### config.mk
export PLATFORM = sky130hd
export DESIGN_NAME = bbc_bridge_ctrl
export DESIGN_NICKNAME = d
export VERILOG_FILES = /design/src/bbc_pkg.sv /design/src/bbc_bridge_ctrl.sv
export VERILOG_INCLUDE_DIRS = /design/src /design/src/src
export SDC_FILE = /design/constraint.sdc
export NUM_CORES = 1
export LEC_CHECK = 0
export BUFFER_PORTS_ARGS = -buffer_cell sky130_fd_sc_hd__buf_2
export CAP_MARGIN = 10
export CORE_MARGIN = 4
export CORE_UTILIZATION = 35
export DETAILED_ROUTE_END_ITERATION = 16
export PLACE_DENSITY = 0.52
export SETUP_SLACK_MARGIN = 0.05
export SLEW_MARGIN = 15
export SYNTH_ARGS = -nofsm -noshare
export SYNTH_HDL_FRONTEND = slang
export SYNTH_SLANG_ARGS = --single-unit
### constraint.sdc
create_clock -name clk -period 6.7 [get_ports clk]
set_input_delay 1.005 -clock clk [delete_from_list [all_inputs] [get_ports clk]]
set_output_delay 1.005 -clock clk [all_outputs]
set_load 0.005 [all_outputs]
### src/bbc_consts.svh
// constants for the buck-boost bridge sequencer: mode codes, timing, bridge dead time
// assumes a 125 MHz clock; all counts derived from printed times
`ifndef BBC_CONSTS_SVH
`define BBC_CONSTS_SVH
`define BBC_CLK_MHZ          125
`define BBC_DEB_LONG_MS      1300
`define BBC_DEB_SHORT_MS     150
`define BBC_DEB_LONG_CYC     (`BBC_DEB_LONG_MS * `BBC_CLK_MHZ * 1000)
`define BBC_DEB_SHORT_CYC    (`BBC_DEB_SHORT_MS * `BBC_CLK_MHZ * 1000)
`define BBC_SETTLE_US        40
`define BBC_SETTLE_CYC       (`BBC_SETTLE_US * `BBC_CLK_MHZ)
`define BBC_DEAD_NS          24
`define BBC_DEAD_CYC         ((`BBC_DEAD_NS * `BBC_CLK_MHZ + 999) / 1000)
`define BBC_MODE_OFF         3'h0
`define BBC_MODE_BOOST       3'h1
`define BBC_MODE_BUCK        3'h2
`define BBC_MODE_BB          3'h3
`define BBC_MODE_RBOOST      3'h5
`define BBC_MODE_RBUCK       3'h6
`define BBC_MODE_RBB         3'h7
`endif

### src/bbc_pkg.sv
// types for the buck-boost bridge sequencer
// used only by bbc_bridge_ctrl
package bbc_pkg;
  typedef enum logic [2:0] {
    SS_IDLE   = 3'b000,
    SS_DEB    = 3'b001,
    SS_CONFIG_RESISTOR_PIN   = 3'b010,
    SS_RAMP   = 3'b011,
    SS_READY  = 3'b100
  } bbc_ss_t;
  typedef enum logic [2:0] {
    PH_A    = 3'b000,
    PH_DA   = 3'b001,
    PH_B    = 3'b010,
    PH_DB   = 3'b011,
    PH_C    = 3'b100,
    PH_DC   = 3'b101
  } bbc_ph_t;
endpackage : bbc_pkg

### src/bbc_bridge_ctrl.sv
// bridge gate sequencer, mode selection and adapter soft-start for a buck-boost charger
// assumes analog comparators deliver clean levels synchronous to clk; no input synchronisers here
`include "bbc_consts.svh"
`timescale 1ns/1ps
`default_nettype none

// Summary of operation
// - buck: input pair switches, output high on
// - boost: output pair switches, input high on
// - buck-boost: three-step sequence of both pairs
// - reverse buck: output pair switches, input high
// - reverse boost: input pair switches, output high
// - reverse buck-boost: mirrored three-step sequence
// - rising above 94 percent: boost to buck-boost
// - above 120 percent forces buck, or reverse boost when reverse is enabled
// - falling below 106 percent: buck to buck-boost
// - falling below 80 percent: buck-boost to boost
// - reverse needs command, pin, battery above threshold
// - no reverse mode for single-cell packs
// - turbo turns battery path gate on
// - logic runs only with bias above threshold
// - debounce adapter, long or short by bit
// - first insertion after reset uses short debounce
// - block switch on during input short
// - release present flag when all three good
// - flag after switch, hold low without adapter
// - read config resistor before switch on
// - pulse ends at window, restarts at error level
// - diode emulation cuts low side at zero
// - report bridge mode as three-bit code
module bbc_bridge_ctrl #(
  parameter int unsigned DEB_LONG_CYC  = `BBC_DEB_LONG_CYC,   // long debounce in cycles
  parameter int unsigned DEB_SHORT_CYC = `BBC_DEB_SHORT_CYC,  // short debounce in cycles
  parameter int unsigned SETTLE_CYC    = `BBC_SETTLE_CYC,     // config pin settle time
  parameter int unsigned DEAD_CYC      = `BBC_DEAD_CYC        // non-overlap time
) (
  input  wire logic       clk,                        // 125 MHz clock
  input  wire logic       rst_b,                      // async reset, active low
  input  wire logic       bias_above_2v7,             // bias supply above digital threshold
  input  wire logic       bias_above_3v8,             // bias supply above flag threshold
  input  wire logic       adapter_above_3v2,          // adapter voltage above start level
  input  wire logic       adapter_sense_input_ok,     // sense input above 0.8 V
  input  wire logic       input_sense_node_ok,        // sense node above 2 V
  input  wire logic       long_debounce_sel,          // config bit: long debounce
  input  wire logic       adapter_switch_on_done,     // adapter switch fully enhanced
  input  wire logic [4:0] config_code_in,             // digitised config resistor reading
  input  wire logic       adp_gt_94,                  // adapter above 94 percent of rail
  input  wire logic       adp_gt_120,                 // adapter above 120 percent of rail
  input  wire logic       adp_lt_106,                 // adapter below 106 percent of rail
  input  wire logic       adp_lt_80,                  // adapter below 80 percent of rail
  input  wire logic       reverse_cmd_en,             // host command enables reverse
  input  wire logic       reverse_power_enable_pin,   // reverse enable pin
  input  wire logic       battery_above_5v2,          // battery above reverse threshold
  input  wire logic       single_cell,                // configured for one cell
  input  wire logic       turbo_event,                // turbo demand level
  input  wire logic       ripple_at_window,           // ripple cap at upper window level
  input  wire logic       ripple_at_comp,             // ripple cap back at error amp level
  input  wire logic       diode_emulation,            // diode emulation enable
  input  wire logic       phase_zero,                 // phase node reached zero
  output logic            adapter_switch_gate,        // adapter switch drive
  output logic            config_current_en,          // source current out of config pin
  output logic [4:0]      config_code,                // latched config resistor code
  output logic            adapter_present_flag_o,     // flag pin drive value (always low)
  output logic            adapter_present_flag_oe,    // flag pin pull-low enable
  output logic            battery_path_gate,          // battery path gate drive
  output logic            input_high_side_fet,        // gate drive
  output logic            input_low_side_fet,         // gate drive
  output logic            output_low_side_fet,        // gate drive
  output logic            output_high_side_fet,       // gate drive
  output logic [2:0]      bridge_mode                 // present mode code
);

  // ****************************************
  // parameter checks
  // ****************************************
  initial begin
    if (DEB_SHORT_CYC < 1 || DEB_LONG_CYC < 1 || SETTLE_CYC < 1 || DEAD_CYC < 1) begin
      $error("bbc_bridge_ctrl: counts must be at least one");
    end
  end

  // ****************************************
  // soft-start sequencer
  // ****************************************
  bbc_pkg::bbc_ss_t ss_q;
  logic [31:0]      ss_cnt_q;
  logic             first_ins_q;
  logic             run;
  logic             pulse_q;
  logic [31:0]      deb_len;

  assign run = bias_above_2v7;
  assign deb_len = (first_ins_q || !long_debounce_sel) ? DEB_SHORT_CYC : DEB_LONG_CYC;

  // sequence: debounce with short check, read config pin, ramp switch, ready
  always_ff @(posedge clk or negedge rst_b) begin
    if (!rst_b) begin
      ss_q     <= bbc_pkg::SS_IDLE;
      ss_cnt_q <= 32'h0;
    end else if (!run || !adapter_above_3v2) begin
      ss_q     <= bbc_pkg::SS_IDLE;
      ss_cnt_q <= 32'h0;
    end else begin
      unique case (ss_q)
        bbc_pkg::SS_IDLE: begin
          ss_q     <= bbc_pkg::SS_DEB;
          ss_cnt_q <= 32'h0;
        end
        bbc_pkg::SS_DEB: begin
          if (!input_sense_node_ok || !adapter_sense_input_ok) begin
            ss_cnt_q <= 32'h0;
          end else if (ss_cnt_q + 32'h1 >= deb_len) begin
            ss_q     <= bbc_pkg::SS_CONFIG_RESISTOR_PIN;
            ss_cnt_q <= 32'h0;
          end else begin
            ss_cnt_q <= ss_cnt_q + 32'h1;
          end
        end
        bbc_pkg::SS_CONFIG_RESISTOR_PIN: begin
          if (ss_cnt_q + 32'h1 >= SETTLE_CYC) begin
            ss_q     <= bbc_pkg::SS_RAMP;
            ss_cnt_q <= 32'h0;
          end else begin
            ss_cnt_q <= ss_cnt_q + 32'h1;
          end
        end
        bbc_pkg::SS_RAMP: begin
          if (adapter_switch_on_done) begin
            ss_q <= bbc_pkg::SS_READY;
          end
        end
        bbc_pkg::SS_READY: begin
          ss_q <= bbc_pkg::SS_READY;
        end
        default: begin
          ss_q <= bbc_pkg::SS_IDLE;
        end
      endcase
    end
  end

  // first insertion tracked from bias reset; cleared once debounce finishes
  always_ff @(posedge clk or negedge rst_b) begin
    if (!rst_b) begin
      first_ins_q <= 1'b1;
    end else if (!run) begin
      first_ins_q <= 1'b1;
    end else if (ss_q == bbc_pkg::SS_CONFIG_RESISTOR_PIN) begin
      first_ins_q <= 1'b0;
    end
  end

  // latch reading at end of settle
  always_ff @(posedge clk or negedge rst_b) begin
    if (!rst_b) begin
      config_code <= 5'h00;
    end else if (ss_q == bbc_pkg::SS_CONFIG_RESISTOR_PIN && ss_cnt_q + 32'h1 >= SETTLE_CYC) begin
      config_code <= config_code_in;
    end
  end

  assign config_current_en   = (ss_q == bbc_pkg::SS_CONFIG_RESISTOR_PIN);
  assign adapter_switch_gate = (ss_q == bbc_pkg::SS_RAMP) || (ss_q == bbc_pkg::SS_READY);

  logic flag_release;
  assign flag_release = run && bias_above_3v8 && adapter_sense_input_ok && (ss_q == bbc_pkg::SS_READY);
  assign adapter_present_flag_o  = 1'b0;
  assign adapter_present_flag_oe = !flag_release;

  // ****************************************
  // mode selection
  // ****************************************
  logic [2:0] mode_q;
  logic       rev_ok;
  logic [2:0] fwd_mode;

  assign rev_ok = reverse_cmd_en && reverse_power_enable_pin && battery_above_5v2 && !single_cell;

  // forward hysteresis; reverse mode picked from the same ratio comparators
  always_comb begin
    fwd_mode = mode_q;
    if (adp_gt_120) begin
      fwd_mode = `BBC_MODE_BUCK;
    end else begin
      unique case (mode_q)
        `BBC_MODE_BOOST, `BBC_MODE_RBUCK: begin
          if (adp_gt_94) fwd_mode = `BBC_MODE_BB;
          else           fwd_mode = `BBC_MODE_BOOST;
        end
        `BBC_MODE_BUCK, `BBC_MODE_RBOOST: begin
          if (adp_lt_106) fwd_mode = `BBC_MODE_BB;
          else            fwd_mode = `BBC_MODE_BUCK;
        end
        `BBC_MODE_BB, `BBC_MODE_RBB: begin
          if (adp_lt_80) fwd_mode = `BBC_MODE_BOOST;
          else           fwd_mode = `BBC_MODE_BB;
        end
        default: begin
          fwd_mode = adp_lt_80 ? `BBC_MODE_BOOST : `BBC_MODE_BB;
        end
      endcase
    end
  end

  // mode code; reverse sets the top bit, boost/buck swap roles
  always_ff @(posedge clk or negedge rst_b) begin
    if (!rst_b) begin
      mode_q <= `BBC_MODE_OFF;
    end else if (rev_ok && run) begin
      unique case (fwd_mode)
        `BBC_MODE_BOOST: mode_q <= `BBC_MODE_RBUCK;
        `BBC_MODE_BUCK:  mode_q <= `BBC_MODE_RBOOST;
        default:         mode_q <= `BBC_MODE_RBB;
      endcase
    end else if (adapter_present_flag_oe) begin
      mode_q <= `BBC_MODE_OFF;
    end else begin
      mode_q <= fwd_mode;
    end
  end
  assign bridge_mode = mode_q;

  always_ff @(posedge clk or negedge rst_b) begin
    if (!rst_b) begin
      battery_path_gate <= 1'b0;
    end else begin
      battery_path_gate <= run && turbo_event;
    end
  end

  // ****************************************
  // ripple modulator and phase stepping
  // ****************************************
  // pulse window
  always_ff @(posedge clk or negedge rst_b) begin
    if (!rst_b) begin
      pulse_q <= 1'b0;
    end else if (mode_q == `BBC_MODE_OFF) begin
      pulse_q <= 1'b0;
    end else if (pulse_q && ripple_at_window) begin
      pulse_q <= 1'b0;
    end else if (!pulse_q && ripple_at_comp) begin
      pulse_q <= 1'b1;
    end
  end

  // phases: A = both on-pulse FETs, B = middle step, C = both sync; D* = dead time
  bbc_pkg::bbc_ph_t ph_q;
  logic [15:0]      dead_q;
  logic             dead_done;
  logic             pulse_d1_q;
  logic             de_off_q;
  assign dead_done = (dead_q + 16'h1 >= DEAD_CYC[15:0]);

  always_ff @(posedge clk or negedge rst_b) begin
    if (!rst_b) begin
      pulse_d1_q <= 1'b0;
    end else begin
      pulse_d1_q <= pulse_q;
    end
  end

  always_ff @(posedge clk or negedge rst_b) begin
    if (!rst_b) begin
      ph_q   <= bbc_pkg::PH_DC;
      dead_q <= 16'h0;
    end else if (mode_q == `BBC_MODE_OFF) begin
      ph_q   <= bbc_pkg::PH_DC;
      dead_q <= 16'h0;
    end else begin
      unique case (ph_q)
        bbc_pkg::PH_A: if (!pulse_q) begin
          ph_q   <= bbc_pkg::PH_DA;
          dead_q <= 16'h0;
        end
        bbc_pkg::PH_DA: if (dead_done) ph_q <= bbc_pkg::PH_B;
                        else dead_q <= dead_q + 16'h1;
        bbc_pkg::PH_B: begin
          // middle step lasts one cycle; swap the other pair next
          ph_q   <= bbc_pkg::PH_DB;
          dead_q <= 16'h0;
        end
        bbc_pkg::PH_DB: if (dead_done) ph_q <= bbc_pkg::PH_C;
                        else dead_q <= dead_q + 16'h1;
        bbc_pkg::PH_C: if (pulse_q && !pulse_d1_q) begin
          ph_q   <= bbc_pkg::PH_DC;
          dead_q <= 16'h0;
        end
        bbc_pkg::PH_DC: if (dead_done && pulse_q) ph_q <= bbc_pkg::PH_A;
                        else if (!dead_done) dead_q <= dead_q + 16'h1;
        default: ph_q <= bbc_pkg::PH_DC;
      endcase
    end
  end

  always_ff @(posedge clk or negedge rst_b) begin
    if (!rst_b) begin
      de_off_q <= 1'b0;
    end else if (diode_emulation && phase_zero) begin
      de_off_q <= 1'b1;
    end else if (ph_q == bbc_pkg::PH_DC) begin
      de_off_q <= 1'b0;
    end
  end

  // gate decode per mode; dead phases drop only the pair being swapped
  always_ff @(posedge clk or negedge rst_b) begin
    if (!rst_b) begin
      input_high_side_fet  <= 1'b0;
      input_low_side_fet   <= 1'b0;
      output_low_side_fet  <= 1'b0;
      output_high_side_fet <= 1'b0;
    end else begin
      input_high_side_fet  <= 1'b0;
      input_low_side_fet   <= 1'b0;
      output_low_side_fet  <= 1'b0;
      output_high_side_fet <= 1'b0;
      unique case (mode_q)
        `BBC_MODE_BUCK, `BBC_MODE_RBOOST: begin
          output_high_side_fet <= 1'b1;
          input_high_side_fet  <= (ph_q == bbc_pkg::PH_A);
          input_low_side_fet   <= (ph_q == bbc_pkg::PH_B || ph_q == bbc_pkg::PH_C) && !de_off_q;
        end
        `BBC_MODE_BOOST, `BBC_MODE_RBUCK: begin
          input_high_side_fet  <= 1'b1;
          output_low_side_fet  <= (ph_q == bbc_pkg::PH_A) && !de_off_q;
          output_high_side_fet <= (ph_q == bbc_pkg::PH_B || ph_q == bbc_pkg::PH_C);
        end
        `BBC_MODE_BB: begin
          input_high_side_fet  <= (ph_q == bbc_pkg::PH_A || ph_q == bbc_pkg::PH_DA || ph_q == bbc_pkg::PH_B);
          output_low_side_fet  <= (ph_q == bbc_pkg::PH_A);
          output_high_side_fet <= (ph_q == bbc_pkg::PH_B || ph_q == bbc_pkg::PH_DB || ph_q == bbc_pkg::PH_C);
          input_low_side_fet   <= (ph_q == bbc_pkg::PH_C) && !de_off_q;
        end
        `BBC_MODE_RBB: begin
          output_high_side_fet <= (ph_q == bbc_pkg::PH_A || ph_q == bbc_pkg::PH_DA || ph_q == bbc_pkg::PH_B);
          input_low_side_fet   <= (ph_q == bbc_pkg::PH_A);
          input_high_side_fet  <= (ph_q == bbc_pkg::PH_B || ph_q == bbc_pkg::PH_DB || ph_q == bbc_pkg::PH_C);
          output_low_side_fet  <= (ph_q == bbc_pkg::PH_C) && !de_off_q;
        end
        default: begin
          input_high_side_fet <= 1'b0;
        end
      endcase
    end
  end

endmodule : bbc_bridge_ctrl
`default_nettype wire

### After elaboration in Yosys (flattened, before gate mapping)

Cells that the tools add are included.

| word-level totals | value |
|---|---|
| logic and storage cells | 141 |
| input bits | 27 |
| register bits | 71 |

| cells by class | value |
|---|---|
| order comparisons | 3 |
| equality and inequality tests | 28 |
| reduce and logical (&&, ||, !) cells | 49 |
| $add $sub $neg | 2 |
| mux-type cells | 44 |

Operator list:

| operator | count |
|---|---|
| $mux 32 | 4 |
| $pmux 32 s3 | 1 |
| $mux 16 | 5 |
| $pmux 16 s5 | 1 |
| $mux 3 | 14 |
| $add 32x1->32 const B | 1 |
| $ge 32x13->1 const B | 1 |
| $ge 32x28->1 | 1 |
| $mux 28 | 1 |
| $ne 3x3->1 const B | 9 |
| $eq 3x2->1 const B | 7 |
| $eq 3x3->1 const B | 6 |
| $pmux 3 s6 | 1 |
| $logic_and 1x1->1 | 17 |
| $add 16x1->16 const B | 1 |
| $ge 16x2->1 const B | 1 |
| $pmux 3 s5 | 1 |
| $eq 3x1->1 const B | 4 |
| $logic_not 1->1 | 10 |
| $logic_not 3->1 | 3 |
| $logic_or 1x1->1 | 9 |
| $mux 1 | 8 |
| $pmux 1 s4 | 2 |
| $reduce_and 4->1 | 2 |
| 12 further kinds | 16 |

### Longest topological paths before layout

Gate-level depths: netlist of run 1.

| logic depth | value |
|---|---|
| depth after elaboration | 8 |
| depth in mapped cells | 18 |
| mapped depth without buffers | 14 |

### Worst setup path after synthesis of run 1

No wires, ideal clock.

| timing | value |
|---|---|
| path type | reg2reg |
| from | register ss_cnt_q[12] |
| to | register ss_cnt_q[12] |
| data required time | 6.564 ns |
| buffers on the path | 3 |
| setup time | 0.136 ns |
| arrival time | 3.638 ns |
| period minus slack after synthesis | 3.774 ns |
| path slack | 2.926 ns |
| cell stages (with the launch flop) | 18 |
| path through | dfrtp_1 clkbuf_1 nand3_1 or4_1 nor2_1 and3_1 xor2_1 ha_1 nand2_1 nor2_1 o21ai_0 or4_1 a211o_1 a31o_1 buf_6 buf_6 a211oi_2 nor3_1 |

| on the way | value |
|---|---|
| cells in the longest elaborated chain, start to end | 6 |

RTL lines:

| what | RTL line | source |
|---|---|---|
| start: declaration | bbc_bridge_ctrl.sv:86 | `logic [31:0] ss_cnt_q;` |
| start signal: assignment | bbc_bridge_ctrl.sv:116 | `ss_cnt_q <= ss_cnt_q + 32'h1;` |
| start signal: assignment | bbc_bridge_ctrl.sv:124 | `ss_cnt_q <= ss_cnt_q + 32'h1;` |
| $add 32x1->32 * | - |  |
| $ge 32x28->1 | bbc_bridge_ctrl.sv:112 | `end else if (ss_cnt_q + 32'h1 >= deb_len) begin` |
| $mux 32 | bbc_bridge_ctrl.sv:112 |  |
| $mux 32 | bbc_bridge_ctrl.sv:110 | `if (!input_sense_node_ok \|\| !adapter_sense_input_ok) begin` |
| $pmux 32 s3 * | bbc_bridge_ctrl.sv:104 | `unique case (ss_q)` |
| $mux 32 * | bbc_bridge_ctrl.sv:100 | `end else if (!run \|\| !adapter_above_3v2) begin` |

Every way passes the cells marked *; elsewhere a longest branch is shown, timed or not.
A chain may end at the register's enable or synchronous reset.

### Final worst setup path of run 1

| timing | value |
|---|---|
| from | register ss_cnt_q[0] |
| to | register ss_cnt_q[27] |

Same word-level chain as after synthesis.

==> impl_metrics.yaml, run 1 <==
sta:
  slew_violations: 0
  fin_crit_ns: 4.80
  report.final.hold_viol_count: 0
  relSlewSlack: 0.185
  max_freq_ghz: 0.208
  worstMarginPinSlew_ns: 1.22
  timing.final.crit_share: 0.717
  setup_slack_ns: 1.90
  setup_tns_ns: 0
  rsz0062_at_grt: "no"
  setup_viol: 0
  skew_ns: 0.00666
setup_path:
  reg2reg_slack_ns: 1.90
  worstPathArrival_ns: 5.03
  cp.required_ns: 6.93
  endpoint_kind: "flop"
  regToRegEndpoint: "ss_cnt_q[27]"
  r2r-start: "ss_cnt_q[0]"
  crit_type: "flop to flop"
  r2r_cells: 10
  crit_fanout: 21
  crit_path_start_kind: "flop"
global_route:
  grt_pass1_wl_um: 21000
  grt_pass1_vias: 4104
  grtUsageTotal: 0.162
  grt_antenna_before_repair: 0
  overflow: 0
  grt_max_degree: 72
power:
  p_clk_frac: 0.538
  power.internal_uw: 829
  combPwrFrac: 0.054
  vdd.ir_drop.worst_v: 0.000106
  p_sw_frac: 0.224
  p_sw_uw: 239
  pwr_density_cell_nw_per_um2: 192
  leakage_uw: 0.00234
  p_seq_frac: 0.408
clocking:
  cts_hold_buf: 0
  clock-sinks: 71
  cts_resized: 0
  cts.reportedPaths.clkPinSlew_ns: 0.06
  clk_latency_ns: 0.34
  clockBufferDepth: 2
  postCtsSetupRepairBufs: 0
  htreeDepth: 3
  root_buffer: "clkbuf_16"
  cts_tree: "done"
  numCtsBuffers: 9
synth:
  syn-cell-area_um2: 4920
  ys_ff_latch: 71
  yosysWarnings: 0
  yosys.area.top_type: "dfrtp_1"
  yosys-top-cells-area: "dfrtp_1, nand3_1, ha_1"
  synth_edf_count: 0
  ys_types: 66
  synth_top_area_share: 0.346
  synth_common_cells: "dfrtp_1, nand2_1, nand3_1, nor2_1, nor3_1"
  avgSynthCellArea_um2: 8.51
  async_flop_share: 1.00
  syn_nets: 621
  ys_seq_area_frac: 0.362
  yosysMostFrequentCell: "dfrtp_1"
  syn_inst: 579
  synth-main-ff-cell: "dfrtp_1"
die:
  die_h_um: 127
  die_w_um: 127
  io_pins: 44
  die_area_um2: 16000
  fp-row-count: 43
  coreArea_um2: 13800
  start_util: 0.356
drt:
  via_count: 4434
  viasPerCell: 5.68
  drt_first_pass_iters: 5
  postRouteAntennaNets: 0
  routed_wl_um: 12800
  drc: 0
  wl_per_cell_um: 16.4
  drt_iter0_drc: 433
place:
  gp_congestion: 0.867
  place_ws_ns: 1.93
  port_buffers: 42
  place_hpwl_um: 8770
outcome:
  status: "complete, no violations"
hold_path:
  hold_path.class: "flop to flop"
  min_from: "first_ins_q"
  holdPathStages: 2
  min_to: "first_ins_q"
finish:
  diodes: 0
  nFillCells: 1369
  final_nets: 638
  layout-drive-gt1-share: 0.153
  areaGrowthSynthToFinish_pct: 12.8
job:
  cap_violations: 0
==> layout by cell type, fill, tap and decap left out, drive strengths merged, types with 9 or more instances in the layout <==
| cell | netlist | final |
|---|---|---|
| and3 | 18 | 18 |
| a211oi | 25 | 25 |
| nand2 | 44 | 44 |
| inv | 20 | 22 |
| nor2b | 16 | 16 |
| buf | 14 | 44 |
| nor2 | 44 | 44 |
| clkbuf | 24 | 10 |
| xnor2 | 19 | 19 |
| nor4 | 14 | 14 |
| nor3 | 27 | 27 |
| xor2 | 11 | 11 |
| dfrtp | 68 | 68 |
| o21ai | 32 | 32 |
| nand4 | 15 | 15 |
| nand3 | 44 | 44 |
| ha | 15 | 15 |
| a21oi | 23 | 23 |
| or3 | 9 | 9 |
==> critical path, stage by stage, from the launching register on <==
cell	delay [ns]
dfrtp_1	0.50
ha_1	0.40
nand4_2	0.32
or3_1	0.59
o31a_1	0.33
or2_0	0.25
or4_1	0.41
nor4_1	0.34
and4_1	1.08
nor2_4	0.20
o31ai_1	0.27
==> per-stage QoR <==
step                      area [um^2]  power, uW  utilization  hold slack, ns  instances
after floorplan                  4920        478            -           0.440        579
after global placement           5200        502        0.376           0.483        765
after detailed placement         5200        503        0.376           0.495        765
after CTS                        5560       1080        0.402           0.507        781
after global routing             5560       1110        0.402           0.524        781
final                            5560       1070        0.402           0.503        781
==> routing by layer <==
metal,GRT usage,part of all wire,up-vias
met5,0,0,-
met4,0.0644,0.022,0
met3,0.0291,0.052,21
met2,0.251,0.46,121
met1,0.224,0.46,2126
li1,-,-,2166
==> worst max path at each step <==
stage                       from           end
finish               ss_cnt_q[0]  ss_cnt_q[27]
global route         ss_cnt_q[0]  ss_cnt_q[27]
CTS                  ss_cnt_q[0]  ss_cnt_q[27]
detailed placement   ss_cnt_q[0]   ss_cnt_q[4]
global placement     ss_cnt_q[0]   ss_cnt_q[4]
floorplan           ss_cnt_q[12]  ss_cnt_q[12]
==> power by group through the flow <==
stage          combinational (uW)  sequential [uW]  clock (uW)
5_1_grt                      66.3              436         605
3_3_place_gp                 58.0              444           0
4_1_cts                      59.3              436         585
3_5_place_dp                 59.0              444           0
2_1_floorplan                35.9              442           0
6_report                     58.0              436         574
==> cells by family after synthesis <==
| logic type | share of synthesized area |
|---|---|
| fa+ha+maj | 0.0381 |
| other cells | 0.000761 |
| xor+xnor | 0.0534 |
| buf+inv | 0.0518 |
| compound gates | 0.188 |
| simple gates | 0.278 |
| mux | 0.0282 |
| flops | 0.362 |
==> flip-flops by register name, summed over array words and instances, names as in the netlist <==
name                  flops
pulse_d1_q                1
config_code               5
input_high_side_fet       1
dead_q                   16
pulse_q                   1
output_low_side_fet       1
ph_q                      3
de_off_q                  1
bridge_mode               3
first_ins_q               1
ss_q                      3
battery_path_gate         1
input_low_side_fet        1
output_high_side_fet      1
ss_cnt_q                 32
==> area by class of cell <==
cell class,count,area (um^2),area share
Timing Repair Buffer,44,228,0.0410
Multi-Input combinational cell,450,2890,0.521
Tap cell,180,225,0.0405
Clock inverter,6,115,0.0207
Clock buffer,10,239,0.0430
Inverter,20,75.1,0.0135
Sequential cell,71,1780,0.320
(Power assumes the default switching activity.)
==> run 2: changes to the inputs <==
--- a/config.mk
+++ b/config.mk
@@ -11,7 +11,7 @@
 export CORE_MARGIN = 4
 export CORE_UTILIZATION = 35
 export DETAILED_ROUTE_END_ITERATION = 16
-export PLACE_DENSITY = 0.52
+export PLACE_DENSITY = 0.54
 export SETUP_SLACK_MARGIN = 0.05
 export SLEW_MARGIN = 15
 export SYNTH_ARGS = -nofsm -noshare
==> constraint.sdc (replaced) <==
create_clock -name clk -period 4.1 [get_ports clk]
set_input_delay 0.615 -clock clk [delete_from_list [all_inputs] [get_ports clk]]
set_output_delay 0.615 -clock clk [all_outputs]
set_load 0.005 [all_outputs]
==> run 2 against run 1 <==
  * Core utilization increased by 1.0 points
  * Count of clock-buffer cells in the layout increased by 2
  * Power increased by 58%
  * Via count increased by 2.4%
  * Global-route usage increased by 0.44 points
  * Clock power increased by 52%
==> impl_metrics.yaml, run 2 (same netlist as run 1, synthesis figures left out) <==
outcome:
  status: "complete, no violations"
clocking:
  cts_tree: "done"
  cts.reportedPaths.clkPinSlew_ns: 0.06
  postCtsSetupRepairBufs: 0
  root_buffer: "clkbuf_16"
  clk_latency_ns: 0.34
  numCtsBuffers: 9
  cts_resized: 0
  cts_hold_buf: 0
  htreeDepth: 3
  clock-sinks: 71
  clockBufferDepth: 2
die:
  fp-row-count: 43
  die_h_um: 127
  die_area_um2: 16000
  die_w_um: 127
  start_util: 0.356
  io_pins: 44
  coreArea_um2: 13800
global_route:
  overflow: 0
  grt_pass1_vias: 4360
  grtUsageTotal: 0.166
  grt_max_degree: 72
  grt_pass1_wl_um: 21900
  grt_antenna_before_repair: 0
drt:
  drt_iter0_drc: 342
  drc: 0
  viasPerCell: 5.69
  via_count: 4541
  routed_wl_um: 12900
  postRouteAntennaNets: 0
  wl_per_cell_um: 16.2
  drt_first_pass_iters: 5
power:
  leakage_uw: 0.00240
  p_seq_frac: 0.423
  pwr_density_cell_nw_per_um2: 296
  vdd.ir_drop.worst_v: 0.000235
  p_sw_frac: 0.222
  power.internal_uw: 1310
  power_uw: 1680
  combPwrFrac: 0.059
  p_sw_uw: 374
  p_clk_frac: 0.518
sta:
  setup_viol: 0
  relSlewSlack: 0.348
  setup_slack_ns: 0.278
  slew_violations: 0
  rsz0062_at_grt: "no"
  setup_tns_ns: 0
  timing.final.crit_share: 0.932
  worstMarginPinSlew_ns: 0.977
  report.final.hold_viol_count: 0
  fin_crit_ns: 3.82
  skew_ns: 0.00517
  max_freq_ghz: 0.262
setup_path:
  reg2reg_slack_ns: 0.28
  crit_type: "flop to flop"
  cp.required_ns: 4.27
  endpoint_kind: "flop"
  crit_fanout: 9
  worstPathArrival_ns: 3.99
  crit_path_start_kind: "flop"
finish:
  final_nets: 655
  largest_reg_flops: 32
  top_register: "ss_cnt_q"
  final_common_cell: "dfrtp_1"
  areaGrowthSynthToFinish_pct: 15.6
  layout_common_cells: "dfrtp_1, nand2_1, nor2_1"
  diodes: 0
  top_regs: "ss_cnt_q (32), dead_q (16), config_code (5)"
  layout-drive-gt1-share: 0.191
place:
  port_buffers: 42
  gp_congestion: 0.896
  place_hpwl_um: 9170
  place_ws_ns: 0.166
job:
  cap_violations: 0
hold_path:
  hold_path.class: "input port to asynchronous set/reset pin"
run 2: per-layer routing:
layer	global-route usage	up-vias	part of all wire
li1	-	2192	-
met1	0.219	2221	0.46
met2	0.277	112	0.48
met3	0.0324	16	0.040
met4	0.0498	0	0.017
met5	0	-	0
run 2: critical path, cell delays in order (launching register included):
cell	delay, ns
dfrtp_1	0.45
nand3_2	0.16
or4_4	0.55
nor2_1	0.17
and3_1	0.19
xor2_1	0.08
ha_1	0.31
nand2_1	0.07
nor2_1	0.09
o21ai_0	0.07
or4_1	0.46
a211o_1	0.28
a31o_1	0.28
buf_4	0.21
a211oi_1	0.19
nor4_1	0.08
run 2: power groups by stage:
stage,combinational (uW),clock (uW),sequential [uW]
finish,98.5,872,713
global route,112,921,713
CTS,101,894,713
detailed placement,100,0,725
global placement,99.4,0,725
floorplan,58.7,0,722
run 2: stage by stage:
| step | cells | instance area, um^2 | utilization | hold slack [ns] |
|---|---|---|---|---|
| 6_report | 798 | 5690 | 0.412 | 0.401 |
| 5_1_grt | 798 | 5690 | 0.412 | 0.493 |
| 4_1_cts | 798 | 5670 | 0.410 | 0.463 |
| 3_5_place_dp | 782 | 5340 | 0.386 | 0.496 |
| 3_3_place_gp | 782 | 5340 | 0.386 | 0.483 |
| 2_1_floorplan | 579 | 4920 | - | 0.319 |
run 2: worst paths after layout:
| path | from | end | cells past startpoint |
|---|---|---|---|
| max | ss_cnt_q[14] | ss_cnt_q[18] | 15 |
| min | rst_b | dead_q[3] | 1 |
| max reg2reg | ss_cnt_q[14] | ss_cnt_q[18] | 15 |
| min reg2reg | config_code[3] | config_code[3] | 1 |
| max in group asynchronous | rst_b | ss_cnt_q[12] | 1 |
| min in group clk | turbo_event | battery_path_gate | 2 |
run 2: layout make-up:
type | count | area (um^2)
fillers | 1394 | 8130
multi-input cells | 450 | 2900
flip-flops and latches | 71 | 1790
repair buffers | 61 | 368
clock buffers | 12 | 256
well taps | 180 | 225
clock inverters | 4 | 76.3
inverters | 20 | 75.1
